--- src/hdl/lfcd_defines.svh ---
// Purpose: offsets, field positions, reset values and timing counts of the
//          carrier detect control block
// Assumes: clk_sys at 25 MHz
// Notes:   included by the design file
`ifndef LFCD_DEFINES_SVH
`define LFCD_DEFINES_SVH

`define LFCD_ADDR_W         4
`define LFCD_OFF_MODE_CTRL  4'h0
`define LFCD_OFF_STATUS     4'h1
`define LFCD_OFF_IRQ_MASK   4'h2
`define LFCD_OFF_RX_STATE   4'h3

`define LFCD_BIT_DET_OUT    7
`define LFCD_BIT_ALT_EN     6
`define LFCD_BIT_SYNC_HI    5
`define LFCD_BIT_SYNC_LO    4
`define LFCD_BIT_CAR_MODE   3

`define LFCD_SYNC_RESET     2'h1
`define LFCD_CVT_RESET      4'h0
`define LFCD_CAR_MODE_RESET 1'h1

`define LFCD_CLK_HZ         25000000
`define LFCD_AZ_PERIOD_US   1000
`define LFCD_AZ_LEN_US      64
`define LFCD_AZ_PERIOD_CYC  ((`LFCD_CLK_HZ / 1000000) * `LFCD_AZ_PERIOD_US)
`define LFCD_AZ_LEN_CYC     ((`LFCD_CLK_HZ / 1000000) * `LFCD_AZ_LEN_US)
`define LFCD_CNT_W          11
// low cycles of the slicer, outside auto-zero, that count as a lost carrier;
// must stay above half a carrier period
`define LFCD_GAP_CYC        16

`endif

--- src/hdl/lfcd_pkg.sv ---
// Purpose: types of the carrier detect control block
// Assumes: nothing
// Notes:   constants live in lfcd_defines.svh
package lfcd_pkg;
  typedef enum logic [1:0] {
    LFCD_IDLE     = 2'b00,
    LFCD_VALIDATE = 2'b01,
    LFCD_RX_ON    = 2'b10
  } lfcd_state_t;
endpackage

--- src/hdl/lfcd_carrier_detect.sv ---
// Purpose: control register, mode alternation, carrier validation and
//          auto-zero scheduling of the low-frequency carrier detector
// Assumes: slicer output, sampling-on start and message end come from pins
//          or other clocks, so all pass two flip-flops
// Notes:   registers: 0 mode control, 1 status (write one to clear),
//          2 irq mask, 3 receive state (bit 3 carrier mode writable)
//
// How it works
// bit 7 reads live slicer output
// no reset touches the slicer bit
// alternate enable flips mode each sampling start
// alternate off holds mode; reset clears enable
// sync field bits 5:4, reset 01
// transmitter sends at least 2 ms preamble
// carrier mode count reached sets found flag
// found flag with enable raises interrupt
// data mode powers receive chain after count
// validated message ignores validate time field
// reset clears validate time field
// codes 0000-0110 carrier 8..512, data 8
// codes 1000-1111 8..1024 both modes
// auto-zero every 1 ms
// auto-zero lasts 64 us, input ignored
// carrier back after auto-zero counts throughout
// mode bit one carrier, zero data
// count slicer rising edges, restart on drop
//
// The register addresses and strobed register access were left to the implementer.
`timescale 1ns/1ps
`include "lfcd_defines.svh"

module lfcd_carrier_detect
  import lfcd_pkg::*;
(
  // clock and reset
  input  wire logic                    clk_sys,
  input  wire logic                    sys_rst,
  // register port
  input  wire logic [`LFCD_ADDR_W-1:0] reg_addr,
  input  wire logic [7:0]              reg_wdata,
  input  wire logic                    reg_wr,
  input  wire logic                    reg_rd,
  output logic      [7:0]              reg_rdata,
  // detector side
  input  wire logic                    slicer_out,
  input  wire logic                    sampling_on_start,
  input  wire logic                    message_done,
  output logic                         rx_chain_power,
  output logic                         auto_zero_active,
  output logic                         detector_shutoff,
  // interrupt
  output logic                         irq
);

  // ----------------------------------------------------------------
  // input synchronisers
  // ----------------------------------------------------------------
  logic [2:1] sync1_reg;
  logic [2:1] sync2_reg;
  logic       slice_m_reg;
  logic       slice_s_reg;
  logic       slice_d_reg;
  logic       start_d_reg;

  always_ff @(posedge clk_sys or posedge sys_rst) begin
    if (sys_rst) begin
      sync1_reg   <= 2'h0;
      sync2_reg   <= 2'h0;
      start_d_reg <= 1'b0;
    end else begin
      sync1_reg   <= {message_done, sampling_on_start};
      sync2_reg   <= sync1_reg;
      start_d_reg <= sync2_reg[1];
    end
  end

  // slicer path is not reset, so the read bit follows the pin always
  always_ff @(posedge clk_sys) begin
    slice_m_reg <= slicer_out;
    slice_s_reg <= slice_m_reg;
    slice_d_reg <= slice_s_reg;
  end

  wire logic slice_s     = slice_s_reg;
  wire logic start_pulse = sync2_reg[1] & ~start_d_reg;
  wire logic msg_done_s  = sync2_reg[2];

  // ----------------------------------------------------------------
  // register decode
  // ----------------------------------------------------------------
  function automatic logic hit(input logic [`LFCD_ADDR_W-1:0] a,
                               input logic [`LFCD_ADDR_W-1:0] off);
    hit = (a == off);
  endfunction

  wire logic wr_ctrl  = reg_wr & hit(reg_addr, `LFCD_OFF_MODE_CTRL);
  wire logic wr_stat  = reg_wr & hit(reg_addr, `LFCD_OFF_STATUS);
  wire logic wr_mask  = reg_wr & hit(reg_addr, `LFCD_OFF_IRQ_MASK);
  wire logic wr_mode  = reg_wr & hit(reg_addr, `LFCD_OFF_RX_STATE);

  logic       alt_en_reg;
  logic [1:0] sync_sel_reg;
  logic [3:0] cvt_reg;
  logic       car_mode_reg;
  logic       found_reg;
  logic       mask_reg;
  logic       rx_on_reg;

  // ----------------------------------------------------------------
  // control register and carrier mode
  // ----------------------------------------------------------------
  wire logic car_mode_next = wr_mode     ? reg_wdata[`LFCD_BIT_CAR_MODE] :
                             (start_pulse & alt_en_reg) ? ~car_mode_reg  :
                             car_mode_reg;

  always_ff @(posedge clk_sys or posedge sys_rst) begin
    if (sys_rst) begin
      alt_en_reg   <= 1'b0;
      sync_sel_reg <= `LFCD_SYNC_RESET;
      cvt_reg      <= `LFCD_CVT_RESET;
      car_mode_reg <= `LFCD_CAR_MODE_RESET;
      mask_reg     <= 1'b0;
    end else begin
      if (wr_ctrl) begin
        alt_en_reg   <= reg_wdata[`LFCD_BIT_ALT_EN];
        sync_sel_reg <= reg_wdata[`LFCD_BIT_SYNC_HI:`LFCD_BIT_SYNC_LO];
        cvt_reg      <= reg_wdata[3:0];
      end
      car_mode_reg <= car_mode_next;
      if (wr_mask) begin
        mask_reg <= reg_wdata[0];
      end
    end
  end

  // ----------------------------------------------------------------
  // auto-zero scheduler
  // ----------------------------------------------------------------
  logic [15:0] az_cnt_reg;
  logic        az_reg;
  wire logic   az_wrap = (az_cnt_reg == 16'(`LFCD_AZ_PERIOD_CYC - 1));
  wire logic   az_end  = (az_cnt_reg == 16'(`LFCD_AZ_LEN_CYC - 1));

  always_ff @(posedge clk_sys or posedge sys_rst) begin
    if (sys_rst) begin
      az_cnt_reg <= 16'h0000;
      az_reg     <= 1'b0;
    end else begin
      az_cnt_reg <= az_wrap ? 16'h0000 : az_cnt_reg + 16'h0001;
      if (az_wrap) begin
        az_reg <= 1'b1;
      end else if (az_end) begin
        az_reg <= 1'b0;
      end
    end
  end

  // ----------------------------------------------------------------
  // carrier validation
  // ----------------------------------------------------------------
  // period count per code: carrier mode and data mode columns
  function automatic logic [`LFCD_CNT_W-1:0] need_count(input logic [3:0] code,
                                                         input logic      carrier);
    logic [3:0] sh;
    sh = 4'h0;
    if (code[3]) begin
      sh = {1'b0, code[2:0]};
    end else if (carrier) begin
      sh = (code[2:0] == 3'h7) ? 4'h6 : {1'b0, code[2:0]};
    end
    need_count = `LFCD_CNT_W'(8) << sh;
  endfunction

  lfcd_state_t state_reg;
  logic [`LFCD_CNT_W-1:0] edge_cnt_reg;
  logic [`LFCD_CNT_W-1:0] target_reg;
  logic                   shut_reg;

  // during auto-zero the input is frozen; a carrier still high at the end
  // simply continues the run, so the gap counts as carrier time
  wire logic rise      = slice_s & ~slice_d_reg & ~az_reg;
  // the sliced carrier is low half of each period, so only a low run longer
  // than that restarts the count; the run is frozen during auto-zero
  logic [4:0] low_cnt_reg;

  always_ff @(posedge clk_sys or posedge sys_rst) begin
    if (sys_rst) begin
      low_cnt_reg <= 5'h00;
    end else if (slice_s) begin
      low_cnt_reg <= 5'h00;
    end else if (~az_reg && (low_cnt_reg < 5'(`LFCD_GAP_CYC))) begin
      low_cnt_reg <= low_cnt_reg + 5'h01;
    end
  end

  wire logic drop      = ~slice_s & ~az_reg &
                         (low_cnt_reg >= 5'(`LFCD_GAP_CYC));
  wire logic reached   = rise & (edge_cnt_reg + 1'b1 >= target_reg);
  wire logic found_set = (state_reg == LFCD_VALIDATE) & reached & car_mode_reg;

  always_ff @(posedge clk_sys or posedge sys_rst) begin
    if (sys_rst) begin
      state_reg    <= LFCD_IDLE;
      edge_cnt_reg <= '0;
      target_reg   <= '0;
      rx_on_reg    <= 1'b0;
      shut_reg     <= 1'b0;
    end else begin
      case (state_reg)
        LFCD_IDLE: begin
          shut_reg <= 1'b0;
          if (start_pulse) begin
            target_reg   <= need_count(cvt_reg, car_mode_next);
            edge_cnt_reg <= '0;
            state_reg    <= LFCD_VALIDATE;
          end
        end
        LFCD_VALIDATE: begin
          if (drop) begin
            edge_cnt_reg <= '0;
          end else if (reached) begin
            if (car_mode_reg) begin
              shut_reg  <= 1'b1;
              state_reg <= LFCD_IDLE;
            end else begin
              rx_on_reg <= 1'b1;
              state_reg <= LFCD_RX_ON;
            end
          end else if (rise) begin
            edge_cnt_reg <= edge_cnt_reg + 1'b1;
          end
        end
        LFCD_RX_ON: begin
          // field no longer consulted until the message ends
          if (msg_done_s) begin
            rx_on_reg <= 1'b0;
            state_reg <= LFCD_IDLE;
          end
        end
        default: state_reg <= LFCD_IDLE;
      endcase
    end
  end

  // ----------------------------------------------------------------
  // status, interrupt and read data
  // ----------------------------------------------------------------
  always_ff @(posedge clk_sys or posedge sys_rst) begin
    if (sys_rst) begin
      found_reg <= 1'b0;
      irq       <= 1'b0;
    end else begin
      // set wins over a simultaneous write-one clear
      found_reg <= found_set | (found_reg & ~(wr_stat & reg_wdata[0]));
      irq       <= (found_set | found_reg) & mask_reg;
    end
  end

  wire logic [7:0] rd_ctrl = {slice_s, alt_en_reg, sync_sel_reg, cvt_reg};
  wire logic [7:0] rd_mux  =
    hit(reg_addr, `LFCD_OFF_MODE_CTRL) ? rd_ctrl :
    hit(reg_addr, `LFCD_OFF_STATUS)    ? {7'h00, found_reg} :
    hit(reg_addr, `LFCD_OFF_IRQ_MASK)  ? {7'h00, mask_reg} :
    hit(reg_addr, `LFCD_OFF_RX_STATE)  ? {4'h0, car_mode_reg, az_reg, state_reg} :
    8'h00;

  always_ff @(posedge clk_sys or posedge sys_rst) begin
    if (sys_rst) begin
      reg_rdata        <= 8'h00;
      rx_chain_power   <= 1'b0;
      auto_zero_active <= 1'b0;
      detector_shutoff <= 1'b0;
    end else begin
      reg_rdata        <= reg_rd ? rd_mux : 8'h00;
      rx_chain_power   <= rx_on_reg;
      auto_zero_active <= az_reg;
      detector_shutoff <= shut_reg;
    end
  end

endmodule

--- config.mk ---
export PLATFORM = sky130hd
export DESIGN_NAME = lfcd_carrier_detect
export DESIGN_NICKNAME = d
export VERILOG_FILES = /design/src/hdl/lfcd_pkg.sv /design/src/hdl/lfcd_carrier_detect.sv
export VERILOG_INCLUDE_DIRS = /design/src /design/src/hdl
export SDC_FILE = /design/constraint.sdc
export NUM_CORES = 1
export LEC_CHECK = 0
export BUFFER_PORTS_ARGS = -buffer_cell sky130_fd_sc_hd__buf_2
export CAP_MARGIN = 20
export CELL_PAD_IN_SITES_DETAIL_PLACEMENT = 1
export CELL_PAD_IN_SITES_GLOBAL_PLACEMENT = 2
export CORE_MARGIN = 1.5
export CORE_UTILIZATION = 35
export CTS_CLUSTER_DIAMETER = 60
export DETAILED_ROUTE_END_ITERATION = 6
export PLACE_DENSITY_LB_ADDON = 0.1
export SLEW_MARGIN = 20
export SYNTH_ARGS = -nofsm -noshare
export SYNTH_HDL_FRONTEND = slang
export SYNTH_SLANG_ARGS = --single-unit
--- constraint.sdc ---
create_clock -name clk_sys -period 2.5 [get_ports clk_sys]
set_input_delay 0.25 -clock clk_sys [delete_from_list [all_inputs] [get_ports clk_sys]]
set_output_delay 0.25 -clock clk_sys [all_outputs]
set_load 0.02 [all_outputs]
==> results of run 1 <==
[cell families (layout without fill, tap and decap cells)]
family / Yosys count / count (layout) / share of synthesized area
AO/OA/AOI/OAI: 59 / 59 / 0.119
multiplexers: 12 / 12 / 0.0412
AND/OR/NAND/NOR: 121 / 121 / 0.179
XOR/XNOR: 27 / 27 / 0.0655
buffers and inverters: 25 / 97 / 0.0270
flip-flops: 75 / 75 / 0.516
adder cells (fa/ha/maj): 15 / 15 / 0.0520
[per-stage QoR]
stage | cells | instance area, µm²
CTS | 536 | 4460
floorplan | 334 | 3620
detailed placement | 513 | 4090
global route | 539 | 4600
global placement | 513 | 4090
finish | 539 | 4600
[path summary, 6_finish.rpt]
| kind | end | slack [ns] | cells after the start |
|---|---|---|---|
| worst max-delay path | edge_cnt_reg[2] | -0.14 | 12 |
| worst min-delay path | sync_sel_reg[1] | 0.13 | 2 |
| worst max register to register | edge_cnt_reg[2] | -0.14 | 12 |
| worst min register to register | slice_s | 0.33 | 0 |
| max in group asynchronous | irq | 1.44 | 4 |
| min in group asynchronous | target_reg[9] | 0.44 | 3 |
[final cells by class]
| cell class | instances | area share |
|---|---|---|
| well taps | 133 | 0.0362 |
| repair buffers | 63 | 0.0935 |
| clock inverters | 4 | 0.0114 |
| inverters | 18 | 0.0147 |
| multi-input cells | 234 | 0.408 |
| flip-flops and latches | 75 | 0.405 |
| clock buffers | 12 | 0.0315 |
[routing by layer]
metal  vias up  track usage
met3        14       0.0368
met5         -            0
met1      1390        0.224
li1       1318            -
met2        40        0.269
met4         0       0.0812
[power groups by stage]
stage | Clock, W | Combinational [W] | Sequential [W]
after floorplan | 0 | 0.000603 | 0.00147
after global placement | 0 | 0.000864 | 0.00149
after detailed placement | 0 | 0.000881 | 0.00150
after CTS | 0.00100 | 0.000945 | 0.00147
after global routing | 0.00105 | 0.00113 | 0.00150
final | 0.000964 | 0.00103 | 0.00147
[what timing repair did]
item,4_1_cts,5_1_grt
setup endpoints to repair,17,17
pin swaps,23,13
endpoints found under the hold margin,18,0
hold buffers,4,0
setup buffers,4,3
gates resized for setup,20,19
[placed cells by master, fill, tap and decap left out, types with 4 or more instances in the layout]
cell type,synthesis,layout
dfrtp_1,70,70
nand2_1,35,35
buf_2,3,29
buf_4,0,27
nor2_1,25,23
inv_1,18,17
ha_1,15,13
nand3_1,16,12
xor2_1,15,12
xnor2_1,12,11
clkbuf_8,0,10
mux2_2,9,8
a21oi_1,10,8
a22o_1,7,7
a31oi_1,8,7
o21ai_0,7,6
nand4_1,6,6
a21o_1,5,5
and2_1,5,5
nor3_1,6,4
dlygate4sd3_1,0,4
[worst max-delay path: cells and delay by family (launching register included)]
family,cells,cell delay [ns]
AND/OR/NAND/NOR,2,0.40
buffers and inverters,3,0.34
adder cells (fa/ha/maj),1,0.29
XOR/XNOR,1,0.22
AO/OA/AOI/OAI,5,0.90
flip-flops,1,0.41
==> results.sh, run 1 <==
export IMPL_synthTopCellsByCount="dfrtp_1 (70), nand2_1 (35), nor2_1 (25)"
export IMPL_wl_met3_um=242
export IMPL_clock_power_share=0.278
export IMPL_area_delta_synth_final_pct=27.5
export IMPL_ioPinCount=31
export IMPL_start_kind="flip-flop"
export IMPL_yosysTopAreaCellShare=0.485
export IMPL_timing_critical_path_fanout_max=3
export IMPL_async_reset_ff_frac=0.960
export IMPL_dieArea_um2=10900
export IMPL_path_cells="nand2_1 > nor3_4 > buf_4 > xor2_1 > ha_1 > a41o_1 > a21oi_4 > o21a_4 > buf_6 > buf_6 > a31oi_2 > a31oi_1"
export IMPL_outcome="complete, but fails checks"
export IMPL_syn_num_nets=368
export IMPL_p_int_w=0.00230
export IMPL_yosysTopAreaCell="dfrtp_1"
export IMPL_p_per_area_nw_per_um2=753
export IMPL_wirelength_um=8690
export IMPL_fp_dieW_um=105
export IMPL_tightest_slew_ns=0.737
export IMPL_drt_iter0_drc=67
export IMPL_synth_top_flop_cell="dfrtp_1"
export IMPL_p_sw_w=0.00117
export IMPL_grt_pass1_vias=2901
export IMPL_hold_viol_final=0
export IMPL_synth_cell_types=56
export IMPL_violations="setup timing"
export IMPL_seqCellArea_um2=1860
export IMPL_crit_path_max_incr_delay_ns=0.41
export IMPL_fp_coreArea_um2=9910
export IMPL_drc=0
export IMPL_pre_cts_ws_ns=-0.238
export IMPL_antenna_cells=0
export IMPL_ys_seq_elements=75
export IMPL_rr_startpoint="edge_cnt_reg[0]"
export IMPL_die_y_um=105
export IMPL_multiInputGateArea_um2=1880
export IMPL_max_vdd_ir_drop_mv=0.285
export IMPL_slew_headroom=0.503
export IMPL_power_w=0.00347
export IMPL_syn_area_um2=3610
export IMPL_setup_viol=15
export IMPL_clk_insertion_delay_late_ns=0.36
export IMPL_largest_register_ffs=16
export IMPL_cp_required_ns=2.76
export IMPL_crit_start="edge_cnt_reg[0]"
export IMPL_cts_buffers=9
export IMPL_routed_top_layer="met4"
export IMPL_switching_share=0.336
export IMPL_cts_tree="built"
export IMPL_p_seq_frac=0.424
export IMPL_fill_cells=1124
export IMPL_start_util=0.364
export IMPL_cap_violations=0
export IMPL_slew_violations=0
export IMPL_drt_met1_wl_um=3960
export IMPL_synth_edf_count=0
export IMPL_holdWs_ns=0.126
export IMPL_post_drt_wl_per_cell_um=16.1
export IMPL_antenna_found_initial=0
export IMPL_leakagePower_nw=2.16
export IMPL_ys_warn_count=0
export IMPL_drive_gt1_frac=0.308
export IMPL_vias=2762
export IMPL_wl_met2_um=4290
export IMPL_critPathSlowestCell="dfrtp_1"
export IMPL_grt_max_degree=36
export IMPL_layout_setup_ws_ns=-0.139
export IMPL_comb_power_share=0.298
export IMPL_cts_max_path_buffers=2
export IMPL_first_pass_iters=4
export IMPL_dp_hpwl_um=6090
export IMPL_avgSynthCellArea_um2=10.8
export IMPL_yosysMostFrequentCell="dfrtp_1"
export IMPL_rows=36
export IMPL_critPathArrivalTime_ns=2.90
export IMPL_final_core_util=0.465
export IMPL_finalNetCount=435
export IMPL_seq_area_frac_synth=0.516
export IMPL_hp_class="in2reg"
export IMPL_end_kind="flip-flop"
export IMPL_ys_top_cells_by_area="dfrtp_1 (49%), ha_1 (5.2%), nand2_1 (3.6%), xor2_1 (3.6%), xnor2_1 (2.9%)"
export IMPL_finalCriticalPeriod_ns=2.64
export IMPL_htree_levels=3
export IMPL_cpMostUsedCell="buf_6"
export IMPL_finalCritPeriodShare=1.06
export IMPL_fmax_ghz=0.379
export IMPL_rsz0062_at_grt="true"
export IMPL_vias_per_cell=5.12
export IMPL_postSynthCellCount=334
export IMPL_clkTransAtPathRegs_ns=0.08
export IMPL_place_gp_congestion=0.751
export IMPL_cts_sinks=75
export IMPL_worst_clock_skew_ns=0.0136
export IMPL_min_from="reg_wdata[5]"
export IMPL_antenna_left=0
export IMPL_worstSetupPathType="reg2reg"
export IMPL_cts_root_buf="clkbuf_8"
export IMPL_tns_ns=-1.07
export IMPL_grt_pass1_wl_um=14600
export IMPL_grt_overflow_total=0
export IMPL_port_buffers=29
export IMPL_globalRouteTotalUtil=0.171
Power figures use the tool's default switching activity.
==> inputs of run 2 (changes only) <==
--- a/config.mk
+++ b/config.mk
@@ -11,7 +11,7 @@
 export CELL_PAD_IN_SITES_DETAIL_PLACEMENT = 1
 export CELL_PAD_IN_SITES_GLOBAL_PLACEMENT = 2
 export CORE_MARGIN = 1.5
-export CORE_UTILIZATION = 35
+export CORE_UTILIZATION = 39
 export CTS_CLUSTER_DIAMETER = 60
 export DETAILED_ROUTE_END_ITERATION = 6
 export PLACE_DENSITY_LB_ADDON = 0.1
==> constraint.sdc (replaced) <==
create_clock -name clk_sys -period 2.44 [get_ports clk_sys]
set_input_delay 0.244 -clock clk_sys [delete_from_list [all_inputs] [get_ports clk_sys]]
set_output_delay 0.244 -clock clk_sys [all_outputs]
set_load 0.02 [all_outputs]
==> results.sh, run 2 (synthesis gave the netlist of run 1 again) <==
export IMPL_cts_buffers=9
export IMPL_timing_critical_path_fanout_max=5
export IMPL_hold_viol_final=0
export IMPL_antenna_left=0
export IMPL_max_vdd_ir_drop_mv=0.375
export IMPL_finalCriticalPeriod_ns=2.61
export IMPL_cts_tree="built"
export IMPL_crit_start="edge_cnt_reg[0]"
export IMPL_r2r_cells=10
export IMPL_grt_pass1_vias=2941
export IMPL_drive_gt1_frac=0.306
export IMPL_layout_commonest_cell="dfrtp_1"
export IMPL_ioPinCount=31
export IMPL_mostFrequentLayoutCells="dfrtp_1 (70), nand2_1 (34), buf_4 (31), buf_2 (29), nor2_1 (23)"
export IMPL_fmax_ghz=0.383
export IMPL_whs_endpoint="alt_en_reg"
export IMPL_slew_violations=0
export IMPL_clkTransAtPathRegs_ns=0.09
export IMPL_multiInputGateArea_um2=1820
export IMPL_fp_coreArea_um2=8850
export IMPL_grt_pass1_wl_um=14300
export IMPL_finalNetCount=437
export IMPL_setup_viol=17
export IMPL_seqCellArea_um2=1860
export IMPL_min_from="reg_wdata[6]"
export IMPL_port_buffers=29
export IMPL_rows=34
export IMPL_cts_sinks=75
export IMPL_area_delta_synth_final_pct=24.9
export IMPL_cts_max_path_buffers=2
export IMPL_fp_dieW_um=99.2
export IMPL_clk_insertion_delay_late_ns=0.35
export IMPL_r2r_end="edge_cnt_reg[0]"
export IMPL_rsz0062_at_grt="true"
export IMPL_worstSetupPathType="reg2reg"
export IMPL_layout_setup_ws_ns=-0.172
export IMPL_finalCritPeriodShare=1.07
export IMPL_hp_class="in2reg"
export IMPL_grt_overflow_total=0
export IMPL_start_util=0.408
export IMPL_post_drt_wl_per_cell_um=16.3
export IMPL_crit_path_max_incr_delay_ns=0.43
export IMPL_dp_hpwl_um=5890
export IMPL_globalRouteTotalUtil=0.185
export IMPL_largest_register_ffs=16
export IMPL_critPathSlowestCell="dfrtp_1"
export IMPL_cp_required_ns=2.68
export IMPL_htree_levels=3
export IMPL_antenna_found_initial=0
export IMPL_vias_per_cell=5.30
export IMPL_r2r_slack_ns=-0.17
export IMPL_tightest_slew_ns=0.606
export IMPL_drt_iter0_drc=47
export IMPL_leakagePower_nw=2.14
export IMPL_cap_violations=0
export IMPL_start_kind="flip-flop"
export IMPL_rr_startpoint="edge_cnt_reg[0]"
export IMPL_worst_clock_skew_ns=0.0118
export IMPL_dieArea_um2=9850
export IMPL_end_kind="flip-flop"
export IMPL_path_cells="ha_4 > and3_4 > xor2_2 > ha_1 > and4_1 > a41o_1 > a21oi_2 > o21a_1 > o31ai_4 > mux2_4"
export IMPL_antenna_cells=0
export IMPL_drc=0
export IMPL_wirelength_um=8390
export IMPL_die_y_um=99.2
export IMPL_fill_cells=973
export IMPL_vias=2737
export IMPL_hold_depth=2
export IMPL_violations="setup timing"
export IMPL_grt_max_degree=73
export IMPL_slew_headroom=0.592
export IMPL_place_gp_congestion=0.763
export IMPL_first_pass_iters=4
export IMPL_final_core_util=0.510
export IMPL_power_w=0.00343
export IMPL_critPathArrivalTime_ns=2.86
export IMPL_cts_root_buf="clkbuf_8"
export IMPL_p_per_area_nw_per_um2=759
export IMPL_outcome="complete, but fails checks"
-- run 2: changes by cell type in the layout (fill, tap and decap cells not counted), moves of 2 or more --
| cell | delta |
|---|---|
| buf_6 | -2 |
| o21ai_2 | +2 |
| a41oi_2 | -3 |
| a21oi_4 | -2 |
| a21oi_2 | +2 |
| clkinv_4 | +2 |
| xnor2_1 | -2 |
| a41oi_1 | +3 |
| xnor2_2 | +2 |
| clkbuf_1 | -2 |
| buf_4 | +4 |
-- run 2: critical path: cells and delay by family, from the launching register on --
kind	cells	cell delay [ns]
compound gates	4	0.75
xor+xnor	1	0.15
fa+ha+maj	2	0.50
flops	1	0.43
mux	1	0.28
simple gates	2	0.39
-- run 2: cell type report --
| cell class | instances | share of cell area |
|---|---|---|
| sequential | 75 | 0.413 |
| multi-input combinational | 234 | 0.403 |
| timing repair buffer | 65 | 0.0971 |
| clock buffer | 10 | 0.0305 |
| tap | 108 | 0.0300 |
| inverter | 18 | 0.0150 |
| clock inverter | 6 | 0.0108 |
-- run 2: per-stage QoR --
| step | setup WS (ns) | hold WS [ns] | area, µm² | std cells | TNS, ns |
|---|---|---|---|---|---|
| after floorplan | -0.0220 | 0.272 | 3640 | 334 | -0.0296 |
| after global placement | -0.156 | 0.316 | 4080 | 488 | -1.85 |
| after detailed placement | -0.254 | 0.322 | 4080 | 488 | -2.83 |
| after CTS | -0.138 | 0.104 | 4460 | 513 | -1.69 |
| after global routing | -0.316 | 0.114 | 4510 | 516 | -4.30 |
| final | -0.172 | 0.123 | 4510 | 516 | -1.86 |
-- run 2: timing repair --
| action | CTS | global route |
|---|---|---|
| gates resized for setup | 22 | 5 |
| setup endpoints to repair | 17 | 17 |
| pin swaps | 16 | 2 |
| setup buffers | 6 | 3 |
| hold buffers | 4 | 0 |
| endpoints found under the hold margin | 73 | 0 |
-- run 2: worst max-delay path by stage --
stage / end / slack (ns) / depth (start not counted)
2_1_floorplan: state_reg[0] / -0.02 / 11
6_report: edge_cnt_reg[0] / -0.17 / 10
3_3_place_gp: edge_cnt_reg[8] / -0.16 / 10
3_5_place_dp: edge_cnt_reg[6] / -0.25 / 10
4_1_cts: state_reg[0] / -0.14 / 11
5_1_grt: edge_cnt_reg[4] / -0.32 / 10
-- run 2: layer usage --
layer | GRT usage | share of wire | vias to the layer above | routed length (µm)
met2 | 0.296 | 0.49 | 34 | 4100
met1 | 0.251 | 0.47 | 1377 | 3950
met3 | 0.0330 | 0.024 | 10 | 203
li1 | - | - | 1316 | -
met4 | 0.0758 | 0.016 | 0 | 135
met5 | 0 | 0 | - | 0
-- run 2: report_power, final --
part	total (W)	internal [W]	switching, W	leakage, nW
logic	0.00101	0.000452	0.000559	1.09
clock network	0.000903	0.000404	0.000499	0.0851
registers	0.00151	0.00139	0.000122	0.968
total	0.00343	0.00225	0.00118	2.14
